File: src/mid_pkg.sv
// Constants for the move instruction decoder
package mid_pkg;
    // ----------------------------------------------------------------
    // Instruction word layout
    // ----------------------------------------------------------------
    localparam int FMT_BIT      = 15;
    localparam int SRC_LSB      = 0;
    localparam int DST_MOD_LSB  = 8;
    localparam int DST_SUB_LSB  = 12;
    // ----------------------------------------------------------------
    // Module groups and the decoder's own register module
    // ----------------------------------------------------------------
    localparam logic [3:0] LAST_PERIPH_MOD = 4'h5;
    localparam logic [3:0] CORE_MOD        = 4'hb;
    // Core register indices (bits 4:3 of a destination need a prefix)
    localparam logic [4:0] IX_PFX0   = 5'h00; // 00..03 prefix slots
    localparam logic [4:0] IX_ACC    = 5'h04;
    localparam logic [4:0] IX_STACK  = 5'h05; // write push, read pop
    localparam logic [4:0] IX_IP     = 5'h06; // write jumps
    localparam logic [4:0] IX_ADD    = 5'h07; // write adds to acc
    localparam logic [4:0] IX_DPA    = 5'h08;
    localparam logic [4:0] IX_DPB    = 5'h09;
    localparam logic [4:0] IX_BASE   = 5'h0a;
    localparam logic [4:0] IX_OFFS   = 5'h0b;
    localparam logic [4:0] IX_AT_DPA = 5'h0c; // @dpa, step +1
    localparam logic [4:0] IX_AT_DPB = 5'h0d; // @dpb, step -1
    localparam logic [4:0] IX_AT_FP  = 5'h0e; // @fp, offset step +1
    localparam logic [4:0] IX_XOR    = 5'h0f; // write xors into acc
    // ----------------------------------------------------------------
    // Reset values and sizes
    // ----------------------------------------------------------------
    localparam logic [15:0] IP_RESET    = 16'h8000;
    localparam int          STACK_DEPTH = 8;
    localparam int          STACK_AW    = 3;
endpackage

File: src/mid_decoder.sv
// Single-cycle move instruction decoder with pointers and stack
// Contract
// - Instruction is one 16-bit word
// - Bit 15 selects source format
// - Format 0: source is 8-bit literal
// - Format 1: source is a register
// - Source module low nibble, index high nibble
// - Bits 8-14: destination module and sub-index
// - Sixteen sources, eight destinations without prefix
// - Upper destinations need a prefix write first
// - Fetch, decode, execute in one cycle
// - Certain register accesses trigger side effects
// - Side effects only on unused locations
// - Two independent 16-bit data pointers
// - Frame pointer is base plus offset
// - Read post-steps, write pre-steps the pointer
// - Frame pointer steps only the offset
// - Separate 16-bit stack, eight deep
// - Any register with accumulator; any-to-any moves
// - Sixteen modules of 32 registers each
// - Narrow-to-wide move fills upper from prefix
// - Undefined destination stores nothing, source effects stay
// - Modules 0-5 peripheral, 6-F system
`timescale 1ns/1ps
module mid_decoder
(
    // Clock and reset
    input  wire logic        core_clk_i,
    input  wire logic        resetn_i,
    // Program memory
    output logic [15:0]      pmem_addr_o,
    input  wire logic [15:0] instr_i,
    // External register modules, source side
    output logic [3:0]       reg_src_mod_o,
    output logic [4:0]       reg_src_idx_o,
    output logic             reg_rd_o,
    output logic             reg_src_periph_o,
    input  wire logic [15:0] reg_rdata_i,
    input  wire logic        reg_src_wide_i,
    input  wire logic        reg_src_def_i,
    // External register modules, destination side
    output logic [3:0]       reg_dst_mod_o,
    output logic [4:0]       reg_dst_idx_o,
    output logic             reg_wr_o,
    output logic [15:0]      reg_wdata_o,
    input  wire logic        reg_dst_wide_i,
    input  wire logic        reg_dst_def_i,
    // Data memory
    output logic [15:0]      dmem_raddr_o,
    output logic             dmem_rd_o,
    input  wire logic [15:0] dmem_rdata_i,
    output logic [15:0]      dmem_waddr_o,
    output logic             dmem_wr_o,
    output logic [15:0]      dmem_wdata_o,
    // Accumulator view
    output logic [15:0]      acc_o
);
    import mid_pkg::*;

    // ----------------------------------------------------------------
    // State
    // ----------------------------------------------------------------
    logic [15:0] ip_r;
    logic [15:0] acc_r;
    logic [7:0]  prefix_register_r;
    logic [1:0]  pfx_dst_r;
    logic [15:0] data_pointer_a_r;
    logic [15:0] data_pointer_b_r;
    logic [15:0] frame_base_register_r;
    logic [7:0]  frame_offset_r;
    logic [15:0] stack_mem [STACK_DEPTH];
    logic [STACK_AW-1:0] sp_r;

    // ----------------------------------------------------------------
    // Field split
    // ----------------------------------------------------------------
    logic       fmt;
    logic [7:0] src_fld;
    logic [3:0] dst_mod;
    logic [2:0] dst_sub;
    logic [4:0] dst_idx;
    logic [4:0] src_idx;
    logic       src_core;
    logic       dst_core;

    // One word, bit 15 picks the source view
    assign fmt      = instr_i[FMT_BIT];
    assign src_fld  = instr_i[SRC_LSB +: 8];
    assign dst_mod  = instr_i[DST_MOD_LSB +: 4];
    assign dst_sub  = instr_i[DST_SUB_LSB +: 3];
    // Upper destination bits come only from a prior prefix
    assign dst_idx  = {pfx_dst_r, dst_sub};
    // Module in low nibble, index in high nibble
    assign src_idx  = {1'b0, src_fld[7:4]};
    assign src_core = fmt && (src_fld[3:0] == CORE_MOD);
    assign dst_core = (dst_mod == CORE_MOD);

    // ----------------------------------------------------------------
    // Source value
    // ----------------------------------------------------------------
    logic [15:0] core_rval;
    logic [15:0] src_val;
    logic        src_wide;
    logic [15:0] wval;

    // Core register read mux, pointer windows read data memory
    always_comb
    begin
        case (src_idx)
            IX_ACC:    core_rval = acc_r;
            IX_STACK:  core_rval = stack_mem[sp_r - 3'd1];
            IX_IP:     core_rval = ip_r;
            IX_DPA:    core_rval = data_pointer_a_r;
            IX_DPB:    core_rval = data_pointer_b_r;
            IX_BASE:   core_rval = frame_base_register_r;
            IX_OFFS:   core_rval = {8'h00, frame_offset_r};
            IX_AT_DPA, IX_AT_DPB, IX_AT_FP: core_rval = dmem_rdata_i;
            default:   core_rval = {prefix_register_r, 8'h00};
        endcase
    end

    // Literal, core or external source; undefined reads prefix:00
    assign src_val  = !fmt           ? {8'h00, src_fld}
                    : src_core       ? core_rval
                    : !reg_src_def_i ? {prefix_register_r, 8'h00}
                    : reg_rdata_i;
    assign src_wide = fmt && (src_core || !reg_src_def_i || reg_src_wide_i);

    // Narrow source into wide target takes prefix as upper byte
    assign wval = src_wide ? src_val : {prefix_register_r, src_val[7:0]};

    // ----------------------------------------------------------------
    // External register ports
    // ----------------------------------------------------------------
    // Both module groups share one access path
    assign reg_src_mod_o    = src_fld[3:0];
    assign reg_src_idx_o    = src_idx;
    assign reg_rd_o         = fmt && !src_core;
    assign reg_src_periph_o = fmt && (src_fld[3:0] <= LAST_PERIPH_MOD);
    assign reg_dst_mod_o    = dst_mod;
    assign reg_dst_idx_o    = dst_idx;
    // Undefined destination stores nothing
    assign reg_wr_o    = !dst_core && reg_dst_def_i;
    assign reg_wdata_o = reg_dst_wide_i ? wval : {8'h00, wval[7:0]};
    assign acc_o       = acc_r;
    assign pmem_addr_o = ip_r;

    // ----------------------------------------------------------------
    // Pointer accesses: read post-step, write pre-step
    // ----------------------------------------------------------------
    logic rd_a, rd_b, rd_f, wr_a, wr_b, wr_f, stk_pop, stk_push;
    logic [15:0] dpa_mid, dpb_mid;
    logic [7:0]  offs_mid;

    assign rd_a = src_core && (src_idx == IX_AT_DPA);
    assign rd_b = src_core && (src_idx == IX_AT_DPB);
    assign rd_f = src_core && (src_idx == IX_AT_FP);
    assign wr_a = dst_core && (dst_idx == IX_AT_DPA);
    assign wr_b = dst_core && (dst_idx == IX_AT_DPB);
    assign wr_f = dst_core && (dst_idx == IX_AT_FP);

    // Value after the read step feeds the write's pre-step
    assign dpa_mid  = rd_a ? data_pointer_a_r + 16'h0001
                           : data_pointer_a_r;
    assign dpb_mid  = rd_b ? data_pointer_b_r - 16'h0001
                           : data_pointer_b_r;
    assign offs_mid = rd_f ? frame_offset_r + 8'h01 : frame_offset_r;

    // Read address is the pointer before stepping
    assign dmem_raddr_o = rd_a ? data_pointer_a_r
                        : rd_b ? data_pointer_b_r
                        : frame_base_register_r + {8'h00, frame_offset_r};
    assign dmem_rd_o = rd_a || rd_b || rd_f;

    // Write address is the pointer after stepping
    assign dmem_waddr_o = wr_a ? dpa_mid + 16'h0001
                        : wr_b ? dpb_mid - 16'h0001
                        : frame_base_register_r + {8'h00, offs_mid + 8'h01};
    assign dmem_wr_o    = wr_a || wr_b || wr_f;
    assign dmem_wdata_o = wval;

    // ----------------------------------------------------------------
    // Sequential state, one instruction per clock
    // ----------------------------------------------------------------
    // Instruction pointer; a write jumps on the next fetch
    always_ff @(posedge core_clk_i)
    begin
        if (!resetn_i)
            ip_r <= IP_RESET;
        else if (dst_core && dst_idx == IX_IP)
            ip_r <= wval;
        else
            ip_r <= ip_r + 16'h0001;
    end

    // Prefix holds for exactly the next instruction
    always_ff @(posedge core_clk_i)
    begin
        if (resetn_i && dst_core && dst_idx[4:2] == IX_PFX0[4:2])
            {prefix_register_r, pfx_dst_r} <= {wval[7:0], dst_idx[1:0]};
        else
            {prefix_register_r, pfx_dst_r} <= 10'h000;
    end

    // Accumulator: plain load, or operate with any source
    always_ff @(posedge core_clk_i)
    begin
        if (!resetn_i)
            acc_r <= 16'h0000;
        else if (dst_core && dst_idx == IX_ACC)
            acc_r <= wval;
        else if (dst_core && dst_idx == IX_ADD)
            acc_r <= acc_r + wval;
        else if (dst_core && dst_idx == IX_XOR)
            acc_r <= acc_r ^ wval;
    end

    // Two independent pointers; loads override stepping
    always_ff @(posedge core_clk_i)
    begin
        if (!resetn_i)
            {data_pointer_a_r, data_pointer_b_r} <= 32'h0000_0000;
        else
        begin
            if (dst_core && dst_idx == IX_DPA)
                data_pointer_a_r <= wval;
            else
                data_pointer_a_r <= wr_a ? dpa_mid + 16'h0001
                                         : dpa_mid;
            if (dst_core && dst_idx == IX_DPB)
                data_pointer_b_r <= wval;
            else
                data_pointer_b_r <= wr_b ? dpb_mid - 16'h0001
                                         : dpb_mid;
        end
    end

    // Frame stepping touches the offset only
    always_ff @(posedge core_clk_i)
    begin
        if (!resetn_i)
            {frame_base_register_r, frame_offset_r} <= 24'h00_0000;
        else
        begin
            if (dst_core && dst_idx == IX_BASE)
                frame_base_register_r <= wval;
            if (dst_core && dst_idx == IX_OFFS)
                frame_offset_r <= wval[7:0];
            else
                frame_offset_r <= wr_f ? offs_mid + 8'h01
                                       : offs_mid;
        end
    end

    // Dedicated stack; pop on read, push on write, wraps silently
    assign stk_pop  = src_core && (src_idx == IX_STACK);
    assign stk_push = dst_core && (dst_idx == IX_STACK);
    always_ff @(posedge core_clk_i)
    begin
        if (!resetn_i)
            sp_r <= '0;
        else if (stk_push && !stk_pop)
            sp_r <= sp_r + 3'd1;
        else if (stk_pop && !stk_push)
            sp_r <= sp_r - 3'd1;
        if (stk_push)
            stack_mem[stk_pop ? sp_r - 3'd1 : sp_r] <= wval;
    end

    // ----------------------------------------------------------------
    // Checks
    // ----------------------------------------------------------------
    chk_pfx_clear: assert property (@(posedge core_clk_i)
        disable iff (!resetn_i)
        !(dst_core && dst_idx[4:2] == 3'b000)
        |=> prefix_register_r == 8'h00 && pfx_dst_r == 2'b00)
        else $error("prefix not cleared after one cycle");

    chk_imm_upper: assert property (@(posedge core_clk_i)
        disable iff (!resetn_i)
        !fmt |-> wval == {prefix_register_r, instr_i[7:0]})
        else $error("literal move value wrong");

    chk_src_fields: assert property (@(posedge core_clk_i)
        disable iff (!resetn_i)
        reg_rd_o |-> reg_src_mod_o == instr_i[3:0]
                  && reg_src_idx_o == {1'b0, instr_i[7:4]})
        else $error("source fields wrong");

    chk_dst_fields: assert property (@(posedge core_clk_i)
        disable iff (!resetn_i)
        reg_wr_o |-> reg_dst_mod_o == instr_i[11:8]
                  && reg_dst_idx_o[2:0] == instr_i[14:12]
                  && reg_dst_idx_o[4:3] == pfx_dst_r)
        else $error("destination fields wrong");

    chk_undef_dst: assert property (@(posedge core_clk_i)
        disable iff (!resetn_i)
        !reg_dst_def_i |-> !reg_wr_o)
        else $error("write to undefined destination");

    chk_dpa_post: assert property (@(posedge core_clk_i)
        disable iff (!resetn_i)
        rd_a && !wr_a && !(dst_core && dst_idx == IX_DPA)
        |-> dmem_raddr_o == data_pointer_a_r
            ##1 data_pointer_a_r == $past(dmem_raddr_o) + 16'h0001)
        else $error("data pointer read not post-stepped");

    chk_dpb_pre: assert property (@(posedge core_clk_i)
        disable iff (!resetn_i)
        wr_b && !rd_b |-> dmem_waddr_o == data_pointer_b_r - 16'h0001
            ##1 data_pointer_b_r == $past(dmem_waddr_o))
        else $error("data pointer write not pre-stepped");

    chk_fp_base: assert property (@(posedge core_clk_i)
        disable iff (!resetn_i)
        (rd_f || wr_f) && !(dst_core && dst_idx == IX_BASE)
        |=> $stable(frame_base_register_r))
        else $error("frame step moved the base");

    chk_ip_step: assert property (@(posedge core_clk_i)
        disable iff (!resetn_i)
        !(dst_core && dst_idx == IX_IP)
        |=> ip_r == $past(ip_r) + 16'h0001)
        else $error("fetch address did not advance");

    chk_stack_lifo: assert property (@(posedge core_clk_i)
        disable iff (!resetn_i)
        (dst_core && dst_idx == IX_STACK && !src_core)
        ##1 (src_core && src_idx == IX_STACK && !dst_core)
        |-> core_rval == $past(wval))
        else $error("stack pop differs from push");
endmodule

File: config.mk
export PLATFORM = sky130hd
export DESIGN_NAME = mid_decoder
export DESIGN_NICKNAME = d
export VERILOG_FILES = /design/src/mid_pkg.sv /design/src/mid_decoder.sv
export SDC_FILE = /design/constraint.sdc
export NUM_CORES = 1
export LEC_CHECK = 0
export CORE_UTILIZATION = 40
export CTS_BUF_LIST = sky130_fd_sc_hd__clkbuf_16
export DETAILED_ROUTE_END_ITERATION = 7
export DONT_BUFFER_PORTS = 1
export PLACE_DENSITY_LB_ADDON = 0.05
export SKIP_CTS_REPAIR_TIMING = 1
export SYNTH_ARGS = -nofsm -noshare
export SYNTH_HDL_FRONTEND = slang
export SYNTH_SLANG_ARGS = --single-unit
export TNS_END_PERCENT = 100
File: constraint.sdc
create_clock -name core_clk_i -period 13.9 [get_ports core_clk_i]
set_input_delay 2.085 -clock core_clk_i [delete_from_list [all_inputs] [get_ports core_clk_i]]
set_output_delay 2.085 -clock core_clk_i [all_outputs]
set_load 0.02 [all_outputs]
Word-level counts from Yosys, hierarchy flattened. Memory sizes are Yosys's and may differ from the RTL's. Index checks and enable logic that the tools add are counted.

Add/sub/neg operators: 12. Order comparisons: 1. Equality and inequality tests: 24. Multiplexer cells: 28. Bitwise gates (word level): 1. Reduce and logical (&&, ||, !) cells: 40.

Operator list (count): 16-bit 2-to-1 mux (19); 16-bit case mux with 8 select lines (1); 16-bit by 1-bit adder with 16-bit output (second input constant) (3); 5-bit by 4-bit equality test with 1-bit output (second input constant) (8); 4-bit equality test (second input constant) (9); 16-bit by 8-bit adder with 16-bit output (2); 16-bit by 1-bit subtractor with 16-bit output (second input constant) (2); 1-bit logical AND (25); 8-bit 2-to-1 mux (3); 5-bit by 3-bit equality test with 1-bit output (second input constant) (4); 16-bit adder (1); 8-bit by 1-bit adder with 8-bit output (second input constant) (2); 16-bit bitwise XOR (1); 4-bit by 3-bit equality test with 1-bit output (second input constant) (3); 3-bit 2-to-1 mux (3); 1-bit logical OR (6); 1-bit logical NOT (5); 4-bit by 3-bit <= comparator with 1-bit output (second input constant) (1); 3-bit by 1-bit adder with 3-bit output (second input constant) (1); 3-bit logical NOT (1); 3-bit nonzero test (1); 3-bit OR reduction (1); 3-bit by 1-bit subtractor with 3-bit output (second input constant) (1); 1-bit 2-to-1 mux (2); 2-bit nonzero test (1).

Register bits after elaboration: 101. RAM bits: 128. Input port bits: 54. Output and inout bits: 119. Logic and storage cells: 116. Memories kept: 1.

Memory list: stack_mem (words 8, bits a word 16, rd ports 1, clocked after memory_dff 0, wr ports 1, line mid_decoder.sv:71) `logic [15:0] stack_mem [STACK_DEPTH];`.

Depth between registers and ports, before layout. Gate-level depths: netlist (run 1).

Depth after elaboration: 10. Depth in mapped cells: 25. Gate-level depth less buffers: 19.

Worst setup path before layout (run 1). OpenSTA, ideal clock, no wires.

Path kind: in2out. From: input instr_i[5]. To: output dmem_waddr_o[10]. Data arrival time: 5742 ps. Required time: 11815 ps. Setup slack: 6073 ps. Stages: 17. Buffers on the path: 3. Path through: buf_2 -> nor2b_1 -> clkbuf_1 -> and3_1 -> clkbuf_1 -> xnor2_1 -> inv_1 -> ha_1 -> fa_1 -> a21o_1 -> a21oi_1 -> o21bai_1 -> a2111o_1 -> nand3_1 -> xnor2_1 -> nor3_1 -> a221oi_1.

Longest elaborated chain between the ends: 7. Elaborated cells on any way between the ends: 15. Those cells by class: 4 x add/sub; 3 x eq/ne; 5 x mux; 3 x reduce/logical.

Ends and longest elaborated chain: start: declaration (line mid_decoder.sv:32) `input wire logic [15:0] instr_i,`; 4-bit equality test (line mid_decoder.sv:157) `assign rd_f = src_core && (src_idx == IX_AT_FP);`; 1-bit logical AND (line mid_decoder.sv:157); 8-bit 2-to-1 mux (line mid_decoder.sv:167) `assign offs_mid = rd_f ? frame_offset_r + 8'h01 : frame_offset_r;`; 8-bit by 1-bit adder with 8-bit output (line mid_decoder.sv:178) `: frame_base_register_r + {8'h00, offs_mid + 8'h01};`; 16-bit by 8-bit adder with 16-bit output (line mid_decoder.sv:178); 16-bit 2-to-1 mux (line mid_decoder.sv:177) `: wr_b ? dpb_mid - 16'h0001`; 16-bit 2-to-1 mux * (line mid_decoder.sv:176) `assign dmem_waddr_o = wr_a ? dpa_mid + 16'h0001`; end: declaration (line mid_decoder.sv:52) `output logic [15:0] dmem_waddr_o,`.

Every way passes the cells marked *; elsewhere a longest branch is shown, timed or not.

Worst setup path after layout (run 1). Same ends and word-level chain as after synthesis.

==> metrics.txt, run 1 <==
Antenna Nets Post-Route=0; cts bufs inserted=27; endpoint class of the critical path=output port; Mapped Cells=1659; Pwr per Cell Area=91.8 nW/um^2; reg2reg end=acc_o[15]$_SDFFE_PN0P_; clk slew on worst S/H paths=0.06 ns; Vias/cell=6.32; Hold Crit Class=reg -> reg; Required @ worst endpoint=11.81 ns; drt pass-1 iters=7; yosys warns=0; reg2reg setup slack=7.40 ns; later-pin clock latency in the skew report=0.58 ns; DIE HEIGHT=197 um; detailed-route via count=13400; post-route setup TNS=0 ns; Clock Tree Root=clkbuf_16; Die W=197 um; Peak VDD IR=0.0870 mV; fin crit period=8.27 ns; PortBufs=0; first-pass GRT wire length=91.9 mm; crit path max fanout=22; worst r2r src=sp_r[0]$_SDFFE_PN0P_; initial antenna violation count=7; area share of the largest cell type after synthesis=25.4%; placeable core area=37000 sq um; P&R area growth vs syn=8.31%; H-tree Lvls=1; final worst clock skew=0.0288 ns; post-synth top area cell=edfxtp_1; max_slew headroom=21.2%; Worst Setup Start Kind=input port; synth cell count leaders=194 x nand2_1, 149 x nor2_1, 128 x edfxtp_1; post-synthesis sequential area ratio=38.7%; Slew @ Worst Pin=1.18 ns; GPL Wtd Cong=0.989; Hold Path End=frame_base_register_r[5]$_SDFFE_PN0P_; layout cells sized above 1=10.3%; clock sinks=229; DR DRC count=0; period utilization=59.5%; CP arrival=6.19 ns; RSZ-0062 raised after global routing=false; Post-Synthesis Net Count=1758; largest net degree at the start of global routing=57; vias in the first global route=12700; Power Total=1.51 mW; DRT Wirelength=63.1 mm; GRT overflow=0; reg2reg path depth=21; Rows=70; Hold Crit Start=frame_base_register_r[5]$_SDFFE_PN0P_; IO Pins=173; top cells by area in the synthesized netlist=edfxtp_1 25%, dfxtp_1 13%, nand2_1 4.8%, mux4_2 4.8%, xnor2_1 4.3%; Cell variety after synth=101; Initial Utilization=41.0%; syn_area_per_cell=9.13 sq um; # setup viols final=0; Post-synth EDFFs=128; GRT Total Usage=32.8%; Fin. Hold Viols=0; DP HPWL=46.1 mm; clk buf depth=3; max-slew violations=0; filler instances=3697; Fmax=121 MHz; CTS tree=built; wire per inst=29.7 um; Die Area=38700 sq um; Leakage=5.66 nW; kind of critical path=in -> out; status=complete, no violations; MaxCap Viol Count=0; Main synth FF type=edfxtp_1; hold depth=2; CP startpoint=instr_i[5]; final net count=1699; drt first-iter violations=1466; FF+latch count, synth=229; async set or reset register ratio after synthesis=0%; count leader, synth=nand2_1; synthesized area=15100 sq um
==> through the flow <==
| stage | hold WS (ns) | setup slack, ns | cell area, sq um | cells | utilization [%] |
|---|---|---|---|---|---|
| 4_1_cts | 0.579 | 5.67 | 16400 | 2122 | 44.4 |
| 2_1_floorplan | 0.470 | 6.07 | 15100 | 1659 | - |
| 3_3_place_gp | 0.571 | 5.78 | 15600 | 2075 | 42.2 |
| 6_report | 0.590 | 5.63 | 16400 | 2125 | 44.4 |
| 5_1_grt | 0.610 | 5.23 | 16400 | 2123 | 44.4 |
| 3_5_place_dp | 0.568 | 5.69 | 15600 | 2075 | 42.2 |
==> logic make-up (layout without fill, tap and decap cells) <==
kind of cell,count (synthesis),in the layout,synth area share (%)
other,1,4,0.0248
and+or+nand+nor,626,626,20.5
AOI/OAI and AO/OA,417,417,18.3
adders and majority gates,45,45,3.87
xor gates and xnor gates,135,135,7.86
buffers and inverters,162,121,5.15
DFF,229,229,38.7
muxes,44,44,5.58
==> sequential cells by signal (all words and copies together), names as in the netlist <==
name                   count
acc_o                     16
data_pointer_a_r          16
data_pointer_b_r          16
frame_base_register_r     16
frame_offset_r             8
pfx_dst_r                  2
pmem_addr_o               16
prefix_register_r          8
sp_r                       3
stack_mem                128
==> how the worst max path moves through the flow <==
stage / endpoint / slack (ns)
6_report: dmem_waddr_o[10] / 5.63
3_5_place_dp: dmem_waddr_o[10] / 5.69
5_1_grt: dmem_waddr_o[10] / 5.23
2_1_floorplan: dmem_waddr_o[10] / 6.07
3_3_place_gp: dmem_waddr_o[14] / 5.78
4_1_cts: dmem_waddr_o[14] / 5.67
==> critical path, stage by stage <==
cell and delay, ns:
nor2b_1 0.48, and3_1 0.42, xnor2_1 0.23, inv_1 0.08
ha_1 0.36, fa_1 0.46, a21o_1 0.18, a21oi_1 0.26
o21bai_1 0.12, a2111o_1 0.51, nand3_1 0.13, xnor2_1 0.12
nor3_1 0.06, a221oi_1 0.67
==> routing by layer <==
layer	part of all wire [%]	GRT usage, %
met1	43	45.5
met2	44	50.4
met3	9.5	7.10
met4	3.5	11.2
met5	0.092	0
==> where the power goes <==
group,internal [mW],switching [mW]
sequential,0.718,0.00548
clock,0.372,0.303
combinational,0.0277,0.0799
==> cells in the final DEF (no fill, tap or decap), drive strengths merged, types with 25 or more instances in the layout <==
cell type	netlist	layout
ha	42	42
xnor2	76	76
buf	47	39
inv	35	43
dfxtp	101	101
nand2	195	195
nand4	27	27
mux4	32	32
nand3	57	57
a22oi	25	25
a211oi	38	38
o21ai	66	66
nor3	44	44
nor2	150	150
xor2	59	59
edfxtp	128	128
clkbuf	79	27
a21oi	125	125
==> final cells by class <==
type                       instances  area [sq um]  share of cell area, %
clock inverter                    20           135                  0.824
inverter                          35           131                  0.801
sequential                       229          5870                   35.8
antenna                            3          7.51                 0.0458
clock buffer                      27           676                   4.12
multi-input combinational       1268          8670                   52.8
tap                              504           631                   3.84
timing repair buffer              39           293                   1.78
No activity file was read; power rests on OpenSTA's default activity.
==> inputs of run 2 (changes only) <==
--- a/config.mk
+++ b/config.mk
@@ -5,6 +5,7 @@
 export SDC_FILE = /design/constraint.sdc
 export NUM_CORES = 1
 export LEC_CHECK = 0
+export ABC_AREA = 1
 export CORE_UTILIZATION = 40
 export CTS_BUF_LIST = sky130_fd_sc_hd__clkbuf_16
 export DETAILED_ROUTE_END_ITERATION = 7
==> constraint.sdc (replaced) <==
create_clock -name core_clk_i -period 6.6 [get_ports core_clk_i]
set_input_delay 0.99 -clock core_clk_i [delete_from_list [all_inputs] [get_ports core_clk_i]]
set_output_delay 0.99 -clock core_clk_i [all_outputs]
set_load 0.02 [all_outputs]
==> run 2 against run 1 <==
Worst hold slack got worse by 0.060 ns. First-iteration DRC count decreased by 13%. Combinational power increased by 130%. Count of clock-buffer cells in the layout increased by 3. Clock power increased to 2.5 times the previous value. Sequential share of layout area decreased by 1.5 points. Synthesized cell count increased by 34%. Non-clock buffer count increased by 9. Via count increased by 16%. Largest power group is now the clock network. Final area increased by 4.4%. Flip-flop and latch count unchanged. Sequential power increased by 110%. Highest routed layer unchanged.
==> metrics.txt, run 2 <==
Rows=71 (+1.4%); yosys warns=0 (unchanged); Leakage=7.24 nW (+28%); DIE HEIGHT=199 um (+1.4%); reg2reg setup slack=1.74 ns (-5.66 ns); most used cell, CP=nand2_1; synthesized area=15600 sq um (+2.9%); post-synth top area cell=edfxtp_1; Crit path buffers/inverters=1 (unchanged); Slew @ Worst Pin=1.10 ns (-0.0768 ns); vias in the first global route=14500 (+14%); clock sinks=229 (unchanged); async set or reset register ratio after synthesis=0% (unchanged); largest net degree at the start of global routing=76 (+33%); crit path max fanout=15 (-32%); wire per inst=24.5 um (-17%); Required @ worst endpoint=5.61 ns (-6.20 ns); Slowest cell on crit path=a31oi_1; final worst clock skew=0.0169 ns (-0.0119 ns); endpoint class of the critical path=output port; Antenna Nets Post-Route=0 (unchanged); most frequent cells in the layout=528 x nand2_1, 243 x nor2_1, 237 x o21ai_0; Cell variety after synth=54 (-47%); sw power=0.903 mW (+130%); GPL Wtd Cong=0.994 (+0.53%); combinational power share=7.2% (about the same); MaxCap Viol Count=0 (unchanged); critical path cell sequence=inv_2 -> nand2_2 -> nor2_4 -> nand2_4 -> nor2_2 -> nand2_2 -> xor2_1 -> nand2_1 -> nor2_2 -> nand4_1 -> and2_1 -> ha_1 -> nand2_1 -> nor2_1 -> nand3_1 -> a31oi_1 -> nand3_1 -> nand2_1 -> nand3_1 -> nand2_1 -> nand2_1 -> nand2_1; area share of the largest cell type after synthesis=24.7% (-0.71 points); crit-path leading delay family=simple AND/OR/NAND/NOR gates; placeable core area=38000 sq um (+2.9%); Peak VDD IR=0.163 mV (+88%); initial antenna violation count=8 (+1); synth cell count leaders=528 x nand2_1, 248 x nor2_1, 237 x o21ai_0; most common cell after layout, fill and taps aside=nand2_1; IO Pins=173 (unchanged); DRT Wirelength=67.0 mm (+6.1%); PortBufs=0 (unchanged); later-pin clock latency in the skew report=0.59 ns (about the same); status=complete, no violations; syn_area_per_cell=7.04 sq um (-23%); DP HPWL=50.1 mm (+8.6%); drt pass-1 iters=6 (-1); register area=5870 sq um (unchanged); Main synth FF type=edfxtp_1; H-tree Lvls=1 (unchanged); count leader, synth=nand2_1; delay of the slowest critical-path stage=0.51 ns (-0.16 ns); clk buf depth=3 (unchanged); sequential power share=43.6% (-4.4 points); Multi-input gate area=8280 sq um (-4.5%); worst r2r src=sp_r[0]$_SDFFE_PN0P_; first-pass GRT wire length=96.7 mm (+5.3%); P&R area growth vs syn=9.87%; reg2reg end=acc_o[7]$_SDFFE_PN0P_; top cells by area in the synthesized netlist=edfxtp_1 25%, dfxtp_1 13%, nand2_1 13%, o21ai_0 7.6%, nor2_1 6.0%; kind of critical path=in -> out; final net count=2296 (+35%); Initial Utilization=41.0% (about the same); Post-Synthesis Net Count=2314 (+32%); GRT overflow=0 (unchanged); FF+latch count, synth=229 (unchanged); filler instances=4011 (+8.5%); Hold Path End=acc_o[8]$_SDFFE_PN0P_; Hold Crit Class=in -> reg; fin crit period=5.69 ns; GRT Total Usage=33.6% (+0.87 points); Clock Tree Root=clkbuf_16; Pwr per Cell Area=204 nW/um^2 (+120%); Fin. Hold Viols=0 (unchanged); Die W=199 um (+1.4%); post-layout util=45.0% (+0.65 points); clock power share=49.1% (+4.3 points); Fmax=176 MHz; Die Area=39800 sq um (+2.9%); Switching Fraction=25.8% (+0.039 points); Post-synth EDFFs=128 (unchanged); hold depth=2 (unchanged); Largest register FFs=128 (unchanged); CP arrival=4.70 ns (-1.49 ns); max-slew violations=0 (unchanged); clk slew on worst S/H paths=0.06 ns (about the same); post-route setup TNS=0 ns (unchanged); CTS tree=built; DR DRC count=0 (unchanged); Hold Crit Start=resetn_i; period utilization=86.2%; Worst Setup Start Kind=input port; most flop-heavy register=stack_mem; Vias/cell=5.71 (-9.7%); drt first-iter violations=1269 (-13%); layout cells sized above 1=7.35% (-3.0 points); RSZ-0062 raised after global routing=false; detailed-route via count=15600 (+16%); max_slew headroom=26.3% (+5.1 points); Mapped Cells=2215 (+34%); # setup viols final=0 (unchanged); cts bufs inserted=30 (+11%); Internal=2.59 mW (+130%); post-synthesis sequential area ratio=37.6% (-1.1 points); reg2reg path depth=22 (+4.8%)
-- run 2: worst max path at each step --
stage / from / endpoint / slack [ns] / cells past startpoint
2_1_floorplan: instr_i[2] / dmem_waddr_o[12] / 1.69 / 23
5_1_grt: instr_i[2] / dmem_waddr_o[15] / 0.54 / 22
6_report: instr_i[2] / dmem_waddr_o[15] / 0.91 / 22
4_1_cts: instr_i[2] / dmem_waddr_o[15] / 0.94 / 22
3_5_place_dp: instr_i[2] / dmem_waddr_o[15] / 0.96 / 22
3_3_place_gp: instr_i[2] / dmem_waddr_o[15] / 1.00 / 22
-- run 2: power by group through the flow --
stage / clock network (mW) / registers, mW / logic [mW]
detailed placement: 0 / 1.55 / 0.250
finish: 1.72 / 1.52 / 0.253
global route: 1.79 / 1.52 / 0.270
CTS: 1.74 / 1.52 / 0.250
floorplan: 0 / 1.55 / 0.170
global placement: 0 / 1.55 / 0.249
-- run 2: final cells by class --
type                       instances  area share [%]
inverter                         255            5.59
clock inverter                    24            1.56
timing repair buffer              48            2.10
antenna                            3          0.0438
tap                              511            3.73
clock buffer                      30            4.38
multi-input combinational       1633            48.3
sequential                       229            34.3
-- run 2: metal layers --
metal  up-vias  global-route usage, %  part of all wire [%]  wire length (um)
met5         -                      0                 0.069                46
met4         8                   13.3                   4.1              2770
met3       139                   6.75                   8.6              5770
met2       636                   54.3                    45             30400
met1      7444                   43.9                    42             28000
li1       7378                      -                     -                 -
-- run 2: logic make-up (layout without fill, tap and decap cells) --
kind of cell,after synthesis,after routing,share of synthesized area [%]
compound gates,531,531,18.9
simple gates,1003,1003,27.3
buf+inv,353,357,9.39
fa+ha+maj,45,45,3.76
flops,229,229,37.6
other cells,1,4,0.0241
xor+xnor,53,53,3.03
-- run 2: stage by stage --
stage / std cells / hold slack [ns] / setup WS [ns] / area, sq um / power, mW
after floorplan: 2215 / 0.540 / 1.69 / 15600 / 1.72
after global placement: 2676 / 0.589 / 1.00 / 16100 / 1.80
after detailed placement: 2676 / 0.593 / 0.959 / 16100 / 1.80
after CTS: 2730 / 0.499 / 0.942 / 17100 / 3.51
after global routing: 2732 / 0.532 / 0.536 / 17100 / 3.58
final: 2733 / 0.530 / 0.913 / 17100 / 3.50
